### src/logic/psi_defs.vh
/*
  Shared constants for the path status indicator logic: sync source codes,
  rate classes, the digital-black count, the blink period and the measuring
  window.
  Assumes a 10 MHz ref_clk. Included by every design file of the block.
*/
`ifndef PSI_DEFS_VH
`define PSI_DEFS_VH

// ----------------------------------------------------------------
// Clock and timing
// ----------------------------------------------------------------
`define PSI_CLK_HZ          10000000
// Consecutive zero samples before a channel is called digital black
`define PSI_BLACK_SAMPLES   10000
// Blink half period, in ms, and in ref_clk cycles (4 Hz flashing)
`define PSI_BLINK_HALF_MS   125
`define PSI_BLINK_CYC       ((`PSI_CLK_HZ / 1000) * `PSI_BLINK_HALF_MS)
// Reference measuring window, in ms, and in ref_clk cycles
`define PSI_MEAS_MS         10
`define PSI_MEAS_CYC        ((`PSI_CLK_HZ / 1000) * `PSI_MEAS_MS)
// Tolerance window, in per mille of the nominal count
`define PSI_TOL_PERMILLE    10

// ----------------------------------------------------------------
// Sync source codes (one-hot indicator positions)
// ----------------------------------------------------------------
`define PSI_SRC_LOCAL       3'h0
`define PSI_SRC_WORD        3'h1
`define PSI_SRC_AES         3'h2
`define PSI_SRC_VIDEO       3'h3
`define PSI_SRC_SLOT_UP     3'h4
`define PSI_SRC_SLOT_LO     3'h5

// ----------------------------------------------------------------
// Rate codes: base in bits 1:0, multiplier in bits 3:2
// ----------------------------------------------------------------
`define PSI_BASE_NONE       2'h0
`define PSI_BASE_32K        2'h1
`define PSI_BASE_44K1       2'h2
`define PSI_BASE_48K        2'h3
`define PSI_MUL_X1          2'h0
`define PSI_MUL_X2          2'h1
`define PSI_MUL_X4          2'h2

`endif

### src/logic/psi_black_det.v
/*
  One channel of the digital black detector.
  Assumes samples arrive from logic on ref_clk with a one-cycle strobe.
*/
`timescale 1ns/100ps
`include "psi_defs.vh"

module psi_black_det #(
  parameter SW    = 24,
  parameter COUNT = `PSI_BLACK_SAMPLES
) (
  input  wire          ref_clk,
  input  wire          rst,
  input  wire          smp_stb,
  input  wire [SW-1:0] smp,
  output reg           black_r
);

  reg  [13:0] zero_cnt_r;
  wire        is_zero = (smp == {SW{1'b0}});

  // ----------------------------------------------------------------
  // Run-length count of zero samples
  // ----------------------------------------------------------------
  always @(posedge ref_clk) begin
    if (rst) begin
      zero_cnt_r <= 14'h0000;
      black_r    <= 1'b0;
    end else if (smp_stb) begin
      if (!is_zero) begin
        // Cleared on the first non-zero sample, not after a hold-off
        zero_cnt_r <= 14'h0000;
        black_r    <= 1'b0;
      end else if (zero_cnt_r < COUNT[13:0]) begin
        zero_cnt_r <= zero_cnt_r + 14'h0001;
        if (zero_cnt_r == COUNT[13:0] - 14'h0001)
          black_r <= 1'b1;
      end
    end
  end

endmodule

### src/logic/psi_rate_meas.v
/*
  External reference rate meter: counts rising edges of the synchronised
  reference over a fixed window and classifies the result.
  Assumes ref_in is already synchronised to ref_clk.
*/
`timescale 1ns/100ps
`include "psi_defs.vh"

module psi_rate_meas #(
  parameter WIN_CYC  = `PSI_MEAS_CYC,
  parameter TOL_PM   = `PSI_TOL_PERMILLE
) (
  input  wire       ref_clk,
  input  wire       rst,
  input  wire       ref_in,
  output reg        present_r,
  output reg  [3:0] rate_r
);

  reg [16:0] win_cnt_r;
  reg [12:0] edge_cnt_r;
  reg        ref_d_r;
  reg [3:0]  cls;
  integer    i;

  // Nominal edge count of a rate, in Hz, over the window
  function [12:0] nom;
    input integer hz;
    integer       q;
    begin
      q   = hz / (`PSI_CLK_HZ / WIN_CYC);
      nom = q[12:0];
    end
  endfunction

  // Tolerance test against one nominal count
  function near;
    input [12:0] n;
    input [12:0] m;
    reg   [12:0] tol;
    begin
      tol  = (n * TOL_PM[12:0]) / 13'h03E8 + 13'h0001;
      near = (m + tol >= n) && (m <= n + tol);
    end
  endfunction

  // ----------------------------------------------------------------
  // Classification against the nine standard rates
  // ----------------------------------------------------------------
  always @* begin
    cls = 4'h0;
    for (i = 0; i < 3; i = i + 1) begin
      if (near(nom(32000 << i), edge_cnt_r))
        cls = {i[1:0], `PSI_BASE_32K};
      if (near(nom(44100 << i), edge_cnt_r))
        cls = {i[1:0], `PSI_BASE_44K1};
      if (near(nom(48000 << i), edge_cnt_r))
        cls = {i[1:0], `PSI_BASE_48K};
    end
  end

  // ----------------------------------------------------------------
  // Window counter; a rising edge is the sample instant
  // ----------------------------------------------------------------
  always @(posedge ref_clk) begin
    if (rst) begin
      win_cnt_r  <= 17'h0_0000;
      edge_cnt_r <= 13'h0000;
      ref_d_r    <= 1'b0;
      present_r  <= 1'b0;
      rate_r     <= 4'h0;
    end else begin
      ref_d_r <= ref_in;
      if (win_cnt_r == WIN_CYC[16:0] - 17'h0_0001) begin
        win_cnt_r  <= 17'h0_0000;
        edge_cnt_r <= 13'h0000;
        present_r  <= (cls[1:0] != `PSI_BASE_NONE);
        rate_r     <= cls;
      end else begin
        win_cnt_r <= win_cnt_r + 17'h0_0001;
        if (ref_in && !ref_d_r)
          edge_cnt_r <= edge_cnt_r + 13'h0001;
      end
    end
  end

endmodule

### src/logic/psi_top.v
/*
  Path status indicator logic: turns one path's configuration and input
  samples into steady and flashing front-panel indicator states, and
  decides per channel whether dither is defeated.
  Assumes configuration inputs come from logic on ref_clk; the word clock,
  AES, video and slot reference presence lines come from pins.
*/
// Function
// Patch lit on any cross-channel patching
// Process when active; bypass when neither
// Light every selected output wordlength range
// Shaped noise lit if any channel shapes
// Flat lit if any channel flat-dithers
// Defeat dither when input length fits output
// Black after 10000 zeros, clear instantly
// Black input gets no dither
// Auto lit when all active channels defeated
// Mapping code lit, variant marks 20-bit
// Range extension lit, variant marks 20-bit
// One destination indicator per assigned port
// Dual-wire indicator for high-rate outputs
// Flash destinations that cannot be honoured
// Six sync source indicators
// Word clock rising edge is sample instant
// Base rate plus x2 or x4 multiplier
// Follow-external lit only when configured so
// Measure and classify external reference rate
// Explicit rate runs at ratio to reference
// Missing reference falls back to local, flashes
// Flash only unmet requests; steady shows actual
// Configurable tolerance window for rate match
// One common blink timer for flashing
`timescale 1ns/100ps
`include "psi_defs.vh"

module psi_top #(
  parameter NCH       = 8,
  parameter SW        = 24,
  parameter NWL       = 4,
  parameter NDST      = 4,
  parameter BLINK_CYC = `PSI_BLINK_CYC,
  parameter MEAS_CYC  = `PSI_MEAS_CYC,
  parameter TOL_PM    = `PSI_TOL_PERMILLE
) (
  input  wire              ref_clk,
  input  wire              rst,
  input  wire              cfg_patch,
  input  wire              cfg_process,
  input  wire [NCH-1:0]    ch_active,
  input  wire [NCH*NWL-1:0] ch_out_wl,
  input  wire [NCH*5-1:0]  ch_in_bits,
  input  wire [NCH*5-1:0]  ch_out_bits,
  input  wire [NCH-1:0]    ch_shape,
  input  wire [NCH-1:0]    ch_flat,
  input  wire              cfg_auto_defeat,
  input  wire              cfg_dig_to_dig,
  input  wire              smp_stb,
  input  wire [NCH*SW-1:0] smp,
  input  wire              enc_mapping,
  input  wire              enc_range_ext,
  input  wire              enc_20bit,
  input  wire [NDST-1:0]   dst_req,
  input  wire [NDST-1:0]   dst_conflict,
  input  wire [NDST-1:0]   dst_dual_wire,
  input  wire [2:0]        sync_sel,
  input  wire              word_clock_ref,
  input  wire              aes_ref_ok,
  input  wire              video_ref_ok,
  input  wire              digital_slot_upper_ref,
  input  wire              digital_slot_lower_ref,
  input  wire              cfg_follow_ext,
  input  wire [3:0]        cfg_rate,
  output reg               led_patch_r,
  output reg               led_process_r,
  output reg               led_bypass_r,
  output reg  [NWL-1:0]    led_wl_r,
  output reg               shaped_noise_indicator,
  output reg               led_flat_r,
  output reg               led_auto_r,
  output reg  [NCH-1:0]    dither_on_r,
  output reg               track_mapping_code,
  output reg               range_extension_code,
  output reg               twenty_bit_variant,
  output reg  [NDST-1:0]   led_dst_r,
  output reg  [NDST-1:0]   dual_wire_high_rate,
  output reg  [5:0]        led_sync_r,
  output reg  [2:0]        led_base_r,
  output reg               led_x2_r,
  output reg               led_x4_r,
  output reg               follow_external_rate,
  output reg               ratio_mode_r,
  output reg  [3:0]        run_rate_r
);

  // ----------------------------------------------------------------
  // Pin synchronisers
  // ----------------------------------------------------------------
  reg  [4:0] pin_s1_r;
  reg  [4:0] pin_s2_r;

  always @(posedge ref_clk) begin
    if (rst) begin
      pin_s1_r <= 5'h00;
      pin_s2_r <= 5'h00;
    end else begin
      pin_s1_r <= {digital_slot_lower_ref, digital_slot_upper_ref,
                   video_ref_ok, aes_ref_ok, word_clock_ref};
      pin_s2_r <= pin_s1_r;
    end
  end

  // ----------------------------------------------------------------
  // Common blink timer
  // ----------------------------------------------------------------
  reg [23:0] blink_cnt_r;
  reg        blink_r;

  always @(posedge ref_clk) begin
    if (rst) begin
      blink_cnt_r <= 24'h00_0000;
      blink_r     <= 1'b0;
    end else if (blink_cnt_r == BLINK_CYC[23:0] - 24'h00_0001) begin
      blink_cnt_r <= 24'h00_0000;
      blink_r     <= ~blink_r;
    end else begin
      blink_cnt_r <= blink_cnt_r + 24'h00_0001;
    end
  end

  // ----------------------------------------------------------------
  // Per-channel digital black and dither defeat
  // ----------------------------------------------------------------
  wire [NCH-1:0] black;
  wire [NCH-1:0] defeat;

  genvar g;
  generate
    for (g = 0; g < NCH; g = g + 1) begin : g_ch
      psi_black_det #(
        .SW    (SW),
        .COUNT (`PSI_BLACK_SAMPLES)
      ) u_black (
        .ref_clk (ref_clk),
        .rst     (rst),
        .smp_stb (smp_stb),
        .smp     (smp[g*SW +: SW]),
        .black_r (black[g])
      );
      // Black is zero-bit wordlength, so it is the same defeat condition
      assign defeat[g] = cfg_auto_defeat && cfg_dig_to_dig &&
                         ((ch_in_bits[g*5 +: 5] <= ch_out_bits[g*5 +: 5]) ||
                          black[g]);
    end
  endgenerate

  // ----------------------------------------------------------------
  // Reference measurement
  // ----------------------------------------------------------------
  wire       meas_present;
  wire [3:0] meas_rate;

  psi_rate_meas #(
    .WIN_CYC (MEAS_CYC),
    .TOL_PM  (TOL_PM)
  ) u_meas (
    .ref_clk   (ref_clk),
    .rst       (rst),
    .ref_in    (pin_s2_r[0]),
    .present_r (meas_present),
    .rate_r    (meas_rate)
  );

  // ----------------------------------------------------------------
  // Combined indicator states
  // ----------------------------------------------------------------
  reg  [NWL-1:0] wl_or;
  reg            ref_ok;
  reg  [5:0]     sync_nxt;
  reg  [3:0]     rate_nxt;
  integer        c;

  // Sync source code to one-hot indicator position
  function [5:0] src_onehot;
    input [2:0] s;
    begin
      src_onehot = 6'h01 << s;
    end
  endfunction

  always @* begin
    wl_or = {NWL{1'b0}};
    for (c = 0; c < NCH; c = c + 1)
      wl_or = wl_or | ch_out_wl[c*NWL +: NWL];
  end

  always @* begin
    case (sync_sel)
      `PSI_SRC_LOCAL:   ref_ok = 1'b1;
      `PSI_SRC_WORD:    ref_ok = meas_present;
      `PSI_SRC_AES:     ref_ok = pin_s2_r[1];
      `PSI_SRC_VIDEO:   ref_ok = pin_s2_r[2];
      `PSI_SRC_SLOT_UP: ref_ok = pin_s2_r[3];
      `PSI_SRC_SLOT_LO: ref_ok = pin_s2_r[4];
      default:          ref_ok = 1'b0;
    endcase
    if (ref_ok) begin
      sync_nxt = src_onehot(sync_sel);
    end else begin
      // Local steady, requested source flashes
      sync_nxt = src_onehot(`PSI_SRC_LOCAL) |
                 (blink_r ? src_onehot(sync_sel) : 6'h00);
    end
    // Only the word clock input is measured; other references are taken
    // to run at the configured rate
    if (cfg_follow_ext && ref_ok && sync_sel == `PSI_SRC_WORD)
      rate_nxt = meas_rate;
    else
      rate_nxt = cfg_rate;
  end

  // ----------------------------------------------------------------
  // Destination and rate indicator decode
  // ----------------------------------------------------------------
  reg  [NDST-1:0] dst_ok;
  reg  [NDST-1:0] dst_nxt;
  reg  [NDST-1:0] dual_nxt;
  reg  [2:0]      base_nxt;
  reg             x2_nxt;
  reg             x4_nxt;
  reg             ratio_nxt;

  always @* begin
    // An unmet assignment never lights steady, so it cannot be taken for a
    // working output
    dst_ok    = dst_req & ~dst_conflict;
    dst_nxt   = dst_ok |
                (dst_req & dst_conflict & {NDST{blink_r}});
    dual_nxt  = dst_dual_wire & dst_ok;
    base_nxt  = {rate_nxt[1:0] == `PSI_BASE_48K,
                 rate_nxt[1:0] == `PSI_BASE_44K1,
                 rate_nxt[1:0] == `PSI_BASE_32K};
    x2_nxt    = (rate_nxt[3:2] == `PSI_MUL_X2);
    x4_nxt    = (rate_nxt[3:2] == `PSI_MUL_X4);
    // Lock to the reference, run at explicit/reference ratio
    ratio_nxt = ref_ok && (sync_sel == `PSI_SRC_WORD) && !cfg_follow_ext &&
                (meas_rate != cfg_rate);
  end

  // ----------------------------------------------------------------
  // Output registers
  // ----------------------------------------------------------------
  // Every indicator leaves a flop, so the panel drivers never see a
  // glitch from the decode logic above
  always @(posedge ref_clk) begin
    if (rst) begin
      led_patch_r          <= 1'b0;
      led_process_r        <= 1'b0;
      led_bypass_r         <= 1'b0;
      led_wl_r             <= {NWL{1'b0}};
      shaped_noise_indicator <= 1'b0;
      led_flat_r           <= 1'b0;
      led_auto_r           <= 1'b0;
      dither_on_r          <= {NCH{1'b0}};
      track_mapping_code   <= 1'b0;
      range_extension_code <= 1'b0;
      twenty_bit_variant   <= 1'b0;
      led_dst_r            <= {NDST{1'b0}};
      dual_wire_high_rate  <= {NDST{1'b0}};
      led_sync_r           <= 6'h00;
      led_base_r           <= 3'h0;
      led_x2_r             <= 1'b0;
      led_x4_r             <= 1'b0;
      follow_external_rate <= 1'b0;
      ratio_mode_r         <= 1'b0;
      run_rate_r           <= 4'h0;
    end else begin
      led_patch_r   <= cfg_patch;
      led_process_r <= cfg_process;
      led_bypass_r  <= ~cfg_patch & ~cfg_process;
      led_wl_r      <= wl_or;
      shaped_noise_indicator <= |(ch_shape & ch_active);
      led_flat_r    <= |(ch_flat & ~ch_shape & ch_active);
      // No active channel means nothing to report
      led_auto_r    <= (|ch_active) && ((defeat & ch_active) == ch_active);
      dither_on_r   <= (ch_shape | ch_flat) & ch_active & ~defeat;
      track_mapping_code   <= enc_mapping;
      range_extension_code <= enc_range_ext;
      twenty_bit_variant   <= enc_20bit & (enc_mapping | enc_range_ext);
      led_dst_r     <= dst_nxt;
      dual_wire_high_rate <= dual_nxt;
      led_sync_r    <= sync_nxt;
      led_base_r    <= base_nxt;
      led_x2_r      <= x2_nxt;
      led_x4_r      <= x4_nxt;
      follow_external_rate <= cfg_follow_ext;
      ratio_mode_r  <= ratio_nxt;
      run_rate_r    <= rate_nxt;
    end
  end

endmodule

### config.mk
export PLATFORM = sky130hd
export DESIGN_NAME = psi_top
export DESIGN_NICKNAME = d
export VERILOG_FILES = /design/src/logic/psi_black_det.v /design/src/logic/psi_rate_meas.v /design/src/logic/psi_top.v
export VERILOG_INCLUDE_DIRS = /design/src /design/src/logic
export SDC_FILE = /design/constraint.sdc
export NUM_CORES = 1
export LEC_CHECK = 0
export BUFFER_PORTS_ARGS = -buffer_cell sky130_fd_sc_hd__buf_2
export CAP_MARGIN = 40
export CORE_MARGIN = 2
export CORE_UTILIZATION = 50
export DETAILED_ROUTE_END_ITERATION = 8
export PLACE_DENSITY = 0.77
export SLEW_MARGIN = 20
export SYNTH_ARGS = -nofsm -noshare
export SYNTH_HDL_FRONTEND = slang
export SYNTH_HIERARCHICAL = 1
export SYNTH_SLANG_ARGS = --single-unit
### constraint.sdc
create_clock -name ref_clk -period 2.9 [get_ports ref_clk]
set_input_delay 0 -clock ref_clk [delete_from_list [all_inputs] [get_ports ref_clk]]
set_output_delay 0 -clock ref_clk [all_outputs]
set_load 0.02 [all_outputs]
# Yosys cells after proc, flatten, opt, wreduce, memory -nomap -nowiden
# Cells that the tools add are included.
[totals]
reg_bits = 237
wordCells = 281
output_inout_bits = 46
[op_classes]
n_eq_ne = 38
n_mux = 53
add_sub_neg = 16
bitwise_logic = 28
reduce_logical = 66
order_cmp = 34
shift = 1
[ops]
columns = ["cell", "count"]
rows = [
  ["14-bit two-way mux", 16],
  ["24-bit zero test", 8],
  ["14-bit by 1-bit adder with 14-bit output (second input constant)", 8],
  ["14-bit equality test (second input constant)", 8],
  ["14-bit < comparator (second input constant)", 8],
  ["8-bit AND", 6],
  ["5-bit <= comparator", 8],
  ["13-bit by 3-bit adder with 13-bit output (second input constant)", 3],
  ["13-bit by 10-bit greater-or-equal comparator with 1-bit output (second input constant)", 3],
  ["13-bit by 11-bit greater-or-equal comparator with 1-bit output (second input constant)", 3],
  ["13-bit by 9-bit greater-or-equal comparator with 1-bit output (second input constant)", 3],
  ["13-bit by 10-bit <= comparator with 1-bit output (second input constant)", 3],
  ["13-bit by 11-bit <= comparator with 1-bit output (second input constant)", 3],
  ["13-bit by 9-bit <= comparator with 1-bit output (second input constant)", 3],
  ["2-bit inequality test (second input constant)", 16],
  ["4-bit bitwise OR", 8],
  ["13-bit by 2-bit adder with 13-bit output (second input constant)", 2],
  ["1-bit logical AND", 25],
  ["1-bit two-way mux", 25],
  ["24-bit by 1-bit adder with 24-bit output (second input constant)", 1],
  ["24-bit by 21-bit equality test with 1-bit output (second input constant)", 1],
  ["3-bit AND reduction", 8],
  ["8-bit OR reduction", 3],
  ["17-bit by 1-bit adder with 17-bit output (second input constant)", 1],
  ["28 further kinds", 63],
]

# Longest topological paths before layout
# Gate-level depths: netlist (run 1).
[depth]
ltp_word = 13
depth_mapped = 10
ltp_nobuf = 9

# By module
# Netlist (run 1), hierarchy kept.
[modules_own_cells]
columns = ["mod", "instances", "seq_area_each_um2", "area_each_um2", "cells_each"]
rows = [
  ["psi_black_det", 8, 300.3, 885.8, 104],
  ["psi_top", 1, 1621.6, 4020.1, 456],
  ["psi_rate_meas", 1, 720.7, 2909.0, 380],
]

# Worst setup path after synthesis (run 1)
# No wires, ideal clock.
[synth_timing]
path_type = "register to register"
from = "register u_meas.edge_cnt_r[2]"
to = "register u_meas.rate_r[1]"
synth_period_minus_slack_ps = 2405
setup_ps = 86
path_slack_ps = 495
t_arrival_ps = 2319
path_stages_with_launch = 11
cell_sequence = "dfxtp_1 > buf_4 > inv_1 > ha_1 > a21o_1 > nand2_1 > or4b_1 > a311o_1 > a31oi_2 > nor3_1 > a211oi_1"
[synth_via]
elab_chain_cells = 11
word_cells_on_any_way = 37
[synth_lines]
columns = ["element", "line_no", "text"]
rows = [
  ["from (decl)", "psi_rate_meas.v:21", "reg [12:0] edge_cnt_r;"],
  ["from (signal assigned)", "psi_rate_meas.v:82", "edge_cnt_r <= edge_cnt_r + 13'h0001;"],
  ["13-bit by 3-bit adder with 13-bit output", "psi_rate_meas.v:43", "near = (m + tol >= n) && (m <= n + tol);"],
  ["13-bit by 9-bit greater-or-equal comparator with 1-bit output", "psi_rate_meas.v:43", ""],
  ["1-bit logical AND", "psi_rate_meas.v:43", ""],
  ["2-bit two-way mux", "psi_rate_meas.v:55", "if (near(nom(44100 << i), edge_cnt_r))"],
  ["2-bit two-way mux", "psi_rate_meas.v:57", "if (near(nom(48000 << i), edge_cnt_r))"],
  ["3-bit two-way mux", "psi_rate_meas.v:53", "if (near(nom(32000 << i), edge_cnt_r))"],
  ["3-bit two-way mux", "psi_rate_meas.v:55", ""],
  ["3-bit two-way mux", "psi_rate_meas.v:57", ""],
  ["4-bit two-way mux", "psi_rate_meas.v:53", ""],
  ["4-bit two-way mux", "psi_rate_meas.v:55", ""],
  ["4-bit two-way mux (*)", "psi_rate_meas.v:57", ""],
  ["to (signal assigned)", "psi_rate_meas.v:78", "rate_r <= cls;"],
  ["to (decl)", "psi_rate_meas.v:17", "output reg [3:0] rate_r"],
]
# Every way passes the cells marked *; elsewhere a longest branch is shown, timed or not.
# A chain may end at the register's enable or synchronous reset.

# Final worst setup path (run 1)
# Ends and elaborated chain as after synthesis.

==> out/qor.yml, run 1 <==
setup_path:
  cp_top_family: "compound AO/OA/AOI/OAI gates"
  path_cells: "buf_4 > ha_1 > nand2_1 > o311ai_0 > a32oi_1 > nor3_1 > o211ai_1 > o2111a_1 > a211oi_1"
  reg2reg_slack_ns: 0.23
  crit_slowest_cell: "o311ai_0"
  r2r-end: "u_meas/rate_r[1]$_SDFFE_PP0P_"
  crit_type: "reg -> reg"
  critPathRequiredTime_ns: 3.35
  cp.depth: 9
  cp_slowest_stage_delay_ns: 0.38
  critPathLaunchType: "flop"
  cp_max_fo: 21
  ff2ff_path_depth: 9
  timing.rr.start: "u_meas/edge_cnt_r[2]$_SDFFE_PP0P_"
  worst-path-buf-inv: 1
  arrival_ns: 3.12
  worstSetupEndpointType: "flop"
yosys:
  yosys_warnings: 6
  synth_edf_count: 0
  synth.distinct_cells: 81
  synth_cells: 1668
  syn_area_mm2: 0.0140
  syn_area_per_cell_um2: 8.40
  async_flop_share_pct: 0
  yosysSeqAreaShare_pct: 33.9
  ys.flop_type: "dfxtp_1"
  synth_fp_nets: 2090
  ys_seq_elements: 237
routing:
  wl_per_cell_um: 16.7
  wl_met3_mm: 2.51
  wirelength_mm: 43.6
  first_pass_iters: 6
  drt-initial-drc-count: 947
  vias_per_cell: 5.77
  wl_met2_mm: 22.0
  wl_met1_mm: 17.9
  highest_layer: "met5"
  drtAntennaViolNets: 0
  vias: 15041
  drc_errors: 0
worst_hold_path:
  hold_path.class: "in -> reg"
  hold_end: "g_ch[7].u_black/zero_cnt_r[1]$_SDFFE_PP0P_"
  holdPathStages: 6
  hold_start: "smp[175]"
cts:
  clk_latency_ns: 0.53
  clockRootBuffer: "clkbuf_16"
  path_clk_slew_ns: 0.06
  cts_tree: "built"
  cts_setup_buffers: 0
  cts_htree_levels: 1
  cts_sinks: 237
  cts_buffers: 27
  clk_path_buf_depth: 3
placement:
  port_buffers: 408
  dp_slack_ns: 0.208
  detailed_place_hpwl_mm: 31.8
  gp_congestion: 0.959
pwr:
  leakage_nw: 7.78
  ir_worst_vdd_v: 0.000504
  power.density_mw_per_mm2: 416
finish:
  nNetsFinal: 2629
  area_growth_pct: 32.3
  drive_above_1_share_pct: 26.1
  fill_cells: 2263
  final_common_cell: "buf_2"
  layout_common_cells: "buf_2, dfxtp_1, nor2_1, nand2_1, nand3_1"
sta:
  fin_ws_ns: 0.228
  final_max_slew_viol_count: 0
  fin_crit_sh_pct: 92.1
  grt_setup_unrepaired: "false"
  fin_crit_ns: 2.67
  relSlewSlack_pct: 51.4
  tightestPinTransition_ns: 0.724
  setup_viol: 0
  skew_ns: 0.0134
  timing.final.hold_violations: 0
  fmax_ghz: 0.374
  timing.setup.tns_ns: 0
die:
  start_util_pct: 50.6
  die_h_um: 171
  core_area_mm2: 0.0277
  die_area_mm2: 0.0294
  die-width_um: 171
  num_rows: 61
  io-pin-count: 409
run:
  cap_violations: 0
global_route:
  grt_pass1_vias: 14487
  grt_pass1_wl_mm: 69.8
  grt_start_max_net_pins: 53
  grt.total_usage_pct: 28.7
  antenna_found_initial: 3
  grt-ovfl-total: 0
status:
  status: "finished clean"
## repair_timing
item                                    in CTS  in global routing
hold buffers                                97                  0
endpoints found under the hold margin       62                  0
gates resized for setup                      0                  2
endpoints found under the setup margin       0                  3
## per-stage QoR
step	hold slack, ns	instance area (um2)	instances	total power, mW	utilization [%]
6_report	0.0215	18500	2605	7.71	66.9
3_5_place_dp	0.182	16600	2459	4.12	60.0
2_1_floorplan	0.0691	14000	1668	3.69	-
3_3_place_gp	0.178	16600	2459	4.10	60.0
5_1_grt	0.0375	18500	2605	8.00	66.9
4_1_cts	0.00265	18500	2603	7.75	66.9
## area by class of cell
cell class | instances | area [um2] | area share (%)
sequential | 237 | 4750 | 25.6
inverter | 82 | 308 | 1.66
timing repair buffer | 543 | 3310 | 17.9
tap | 378 | 473 | 2.55
clock buffer | 37 | 773 | 4.17
antenna | 2 | 5.00 | 0.0270
clock inverter | 10 | 159 | 0.857
multi-input combinational | 1316 | 8770 | 47.3
## cell families (layout without fill, tap and decap cells)
kind of cell / Yosys count / count (layout) / synth area share [%]
adder cells (fa/ha/maj): 59 / 59 / 5.27
buffers and inverters: 115 / 672 / 3.60
AND/OR/NAND/NOR: 839 / 839 / 33.9
other: 0 / 2 / 0
multiplexers: 15 / 15 / 1.07
flip-flops: 237 / 237 / 33.9
XOR/XNOR: 111 / 111 / 6.99
AO/OA/AOI/OAI: 292 / 292 / 15.4
## report_power, final
part	internal, mW	total (mW)	switching, mW
Clock	2.21	3.55	1.34
Combinational	0.407	0.838	0.430
Sequential	3.30	3.32	0.0217
## state kept, by name, summed over array words and instances, names as in the netlist, 5 cells and up
| register | flops |
|---|---|
| led_sync_r | 6 |
| blink_cnt_r | 24 |
| g_ch.u_black/zero_cnt_r | 112 |
| dither_on_r | 8 |
| u_meas/win_cnt_r | 17 |
| u_meas/edge_cnt_r | 13 |
| pin_s2_r | 5 |
| g_ch.u_black/black_r | 8 |
| pin_s1_r | 5 |
## how the worst max path moves through the flow
stage | start | end | slack (ns)
after floorplan | u_meas/edge_cnt_r[2]$_SDFFE_PP0P_ | u_meas/rate_r[1]$_SDFFE_PP0P_ | 0.50
after global placement | u_meas/edge_cnt_r[1]$_SDFFE_PP0P_ | u_meas/present_r$_SDFFE_PP0P_ | 0.24
after detailed placement | u_meas/edge_cnt_r[1]$_SDFFE_PP0P_ | u_meas/present_r$_SDFFE_PP0P_ | 0.21
after CTS | u_meas/edge_cnt_r[1]$_SDFFE_PP0P_ | u_meas/present_r$_SDFFE_PP0P_ | 0.20
after global routing | u_meas/edge_cnt_r[0]$_SDFFE_PP0P_ | u_meas/present_r$_SDFFE_PP0P_ | 0.03
final | u_meas/edge_cnt_r[2]$_SDFFE_PP0P_ | u_meas/rate_r[1]$_SDFFE_PP0P_ | 0.23
## synth_stat cells (all sizes together) (10+ instances only)
master / number / area, um2
nand2: 120 / 450
a31oi: 12 / 81.3
nand3: 106 / 531
and2: 16 / 100
xor2: 48 / 420
nor3: 65 / 330
or4: 10 / 105
buf: 23 / 159
nor4b: 13 / 120
nor4: 100 / 808
dfxtp: 237 / 4740
o211a: 16 / 160
a311o: 19 / 190
ha: 59 / 738
nor2: 184 / 691
and3: 38 / 238
a21o: 12 / 90.1
o211ai: 22 / 205
mux2i: 15 / 150
clkbuf: 10 / 37.5
inv: 81 / 304
xnor2: 63 / 559
o21ai: 53 / 265
and4: 34 / 318
a21oi: 71 / 389
or2: 18 / 113
nor2b: 31 / 194
nand4: 59 / 432
or3: 23 / 149
## worst register-to-register path: cells and delay by family, from the launching register on
kind	cells	cell delay (ns)
adders and majority gates	1	0.33
AOI/OAI and AO/OA	5	1.10
buffers and inverters	1	0.25
and+or+nand+nor	2	0.58
DFF	1	0.33
## routing by layer
layer	up-vias	track usage [%]
li1	7287	-
met1	7126	34.8
met2	546	51.9
met3	80	4.19
met4	2	9.58
met5	-	0
Note: power is estimated with default switching activity, not from simulation.
==> run 2: changes to the inputs <==
--- a/config.mk
+++ b/config.mk
@@ -11,6 +11,7 @@
 export CORE_MARGIN = 2
 export CORE_UTILIZATION = 50
 export DETAILED_ROUTE_END_ITERATION = 8
+export HOLD_SLACK_MARGIN = 0.06
 export PLACE_DENSITY = 0.77
 export SLEW_MARGIN = 20
 export SYNTH_ARGS = -nofsm -noshare
==> run 2 against run 1 <==
Fmax decreased by 3.9%. Global-route usage grew 0.62 points. Die area unchanged. Combinational power grew 2.4%. Utilization rose by 1.1 points. Count of clock-buffer cells in the layout unchanged. Critical path type is now in -> reg. Largest cell class unchanged. Largest power group unchanged. Highest routed layer unchanged.
==> out/qor.yml, run 2 (synthesis results as in run 1) <==
status:
  status: "finished clean"
setup_path:
  cp_max_fo: 4
  reg2reg_slack_ns: 0.24
  arrival_ns: 3.26
  crit_slowest_cell: "dlygate4sd3_1"
  critPathLaunchType: "input pin"
  worst-path-buf-inv: 5
  cp_slowest_stage_delay_ns: 0.63
  timing.rr.start: "u_meas/edge_cnt_r[2]$_SDFFE_PP0P_"
  crit_type: "in -> reg"
  crit_top_cell: "dlygate4sd3_1"
  worstSetupEndpointType: "flop"
  crit_start: "smp[117]"
  path_cells: "dlygate4sd3_1 > buf_2 > nor4_2 > dlygate4sd3_1 > nand4_1 > dlygate4sd3_1 > o21ai_2 > nand3_1 > a21oi_1 > dlygate4sd3_1"
  ff2ff_path_depth: 9
  cp_top_family: "buffers and inverters"
  r2r-end: "u_meas/rate_r[1]$_SDFFE_PP0P_"
  critPathRequiredTime_ns: 3.38
routing:
  first_pass_iters: 7
  vias_per_cell: 5.79
  vias: 15247
  drc_errors: 0
  wirelength_mm: 44.7
  wl_per_cell_um: 17.0
  drtAntennaViolNets: 0
  drt-initial-drc-count: 1006
finish:
  fill_cells: 2232
  top_register: "g_ch.u_black/zero_cnt_r"
  area_growth_pct: 34.6
  register_area_mm2: 0.00475
  multi_input_area_mm2: 0.00879
  largest_reg_flops: 112
  final_common_cell: "buf_2"
  largestRegisters: "g_ch.u_black/zero_cnt_r x112, blink_cnt_r x24, u_meas/win_cnt_r x17"
  layoutNonFillerInstCount: 2634
  layout_common_cells: "buf_2, dfxtp_1, nor2_1, dlygate4sd3_1, nand2_1"
  drive_above_1_share_pct: 25.9
  nNetsFinal: 2658
pwr:
  leakage_nw: 7.91
  p_switching_mw: 1.80
  p_int_mw: 5.93
  ir_worst_vdd_v: 0.000506
  p_comb_share_pct: 11.1
  p_seq_share_pct: 43.0
  power.density_mw_per_mm2: 410
  clock_power_share_pct: 45.9
  netSwitchingFraction_pct: 23.3
placement:
  gp_congestion: 0.959
  dpl.cell_count: 2459
  detailed_place_hpwl_mm: 31.8
  port_buffers: 408
  dp_slack_ns: 0.208
die:
  die_h_um: 171
  core_area_mm2: 0.0277
  io-pin-count: 409
  die-width_um: 171
  die_area_mm2: 0.0294
  num_rows: 61
  start_util_pct: 50.6
sta:
  final_max_slew_viol_count: 0
  fmax_ghz: 0.360
  relSlewSlack_pct: 49.9
  timing.final.hold_violations: 0
  skew_ns: 0.0183
  fin_crit_sh_pct: 95.9
  fin_ws_ns: 0.119
  fin_crit_ns: 2.78
  setup_viol: 0
  tightestPinTransition_ns: 0.746
global_route:
  grt_start_max_net_pins: 53
  grt-ovfl-total: 0
  grt_pass1_wl_mm: 71.2
  grt.total_usage_pct: 29.4
  antenna_found_initial: 3
  grt_pass1_vias: 14771
cts:
  cts_setup_buffers: 0
  clockRootBuffer: "clkbuf_16"
  cts_tree: "built"
  clk_latency_ns: 0.54
  path_clk_slew_ns: 0.06
  cts_buffers: 27
  clk_path_buf_depth: 3
  cts_sinks: 237
  cts_htree_levels: 1
worst_hold_path:
  hold_start: "smp[34]"
  hold_end: "g_ch[1].u_black/zero_cnt_r[7]$_SDFFE_PP0P_"
  holdPathStages: 6
  hold_path.class: "in -> reg"
run:
  cap_violations: 0
[run 2: final cells by class]
type / count / share of cell area (%)
clock buffers: 37 / 4.10
clock inverters: 10 / 0.843
multi-input cells: 1316 / 46.6
well taps: 378 / 2.51
flip-flops and latches: 237 / 25.2
diodes: 2 / 0.0265
inverters: 82 / 1.63
repair buffers: 572 / 19.1
[run 2: through the flow]
step	util, %	power (mW)	area [um2]	TNS [ns]	hold WS (ns)
final	68.1	7.73	18900	0	0.0877
after global routing	68.1	8.02	18900	-0.0161	0.119
after CTS	68.0	7.77	18800	0	0.0628
after detailed placement	60.0	4.12	16600	0	0.182
after global placement	60.0	4.10	16600	0	0.178
after floorplan	-	3.69	14000	0	0.0691
[run 2: worst reg2reg max path: stages, from the launching register on]
cell and delay, ns:
dfxtp_1 0.33, buf_4 0.25, ha_1 0.33, nand2_1 0.22
o311ai_0 0.38, a32oi_1 0.12, nor3_1 0.34, o211ai_1 0.22
o2111a_1 0.19, a211oi_1 0.19
[run 2: metal layers]
metal	up-vias	routed length, um	part of all wire, %	global-route usage, %
met5	-	13	0.029	0
met4	2	1510	3.4	10.5
li1	7347	-	-	-
met1	7212	18000	40	35.0
met2	577	22600	50	53.2
met3	109	2670	6.0	4.51
[run 2: timing repair]
action                                  CTS  global route
resized for setup                         0             7
hold endpoints to repair                 92             0
endpoints found under the setup margin    0             5
hold buffers                            126             0
[run 2: power groups by stage]
| stage | Clock (mW) | Sequential, mW | Combinational [mW] |
|---|---|---|---|
| final | 3.55 | 3.32 | 0.858 |
| after CTS | 3.61 | 3.32 | 0.833 |
| after global routing | 3.76 | 3.32 | 0.936 |
| after detailed placement | 0 | 3.39 | 0.727 |
| after floorplan | 0 | 3.42 | 0.270 |
| after global placement | 0 | 3.39 | 0.709 |
[run 2: how the worst max path moves through the flow]
stage,endpoint,slack [ns],cells past startpoint
after floorplan,u_meas/rate_r[1]$_SDFFE_PP0P_,0.50,10
after global placement,u_meas/present_r$_SDFFE_PP0P_,0.24,9
after detailed placement,u_meas/present_r$_SDFFE_PP0P_,0.21,9
after CTS,g_ch[4].u_black/zero_cnt_r[1]$_SDFFE_PP0P_,0.12,10
after global routing,g_ch[4].u_black/zero_cnt_r[1]$_SDFFE_PP0P_,-0.02,10
final,g_ch[4].u_black/zero_cnt_r[1]$_SDFFE_PP0P_,0.12,10
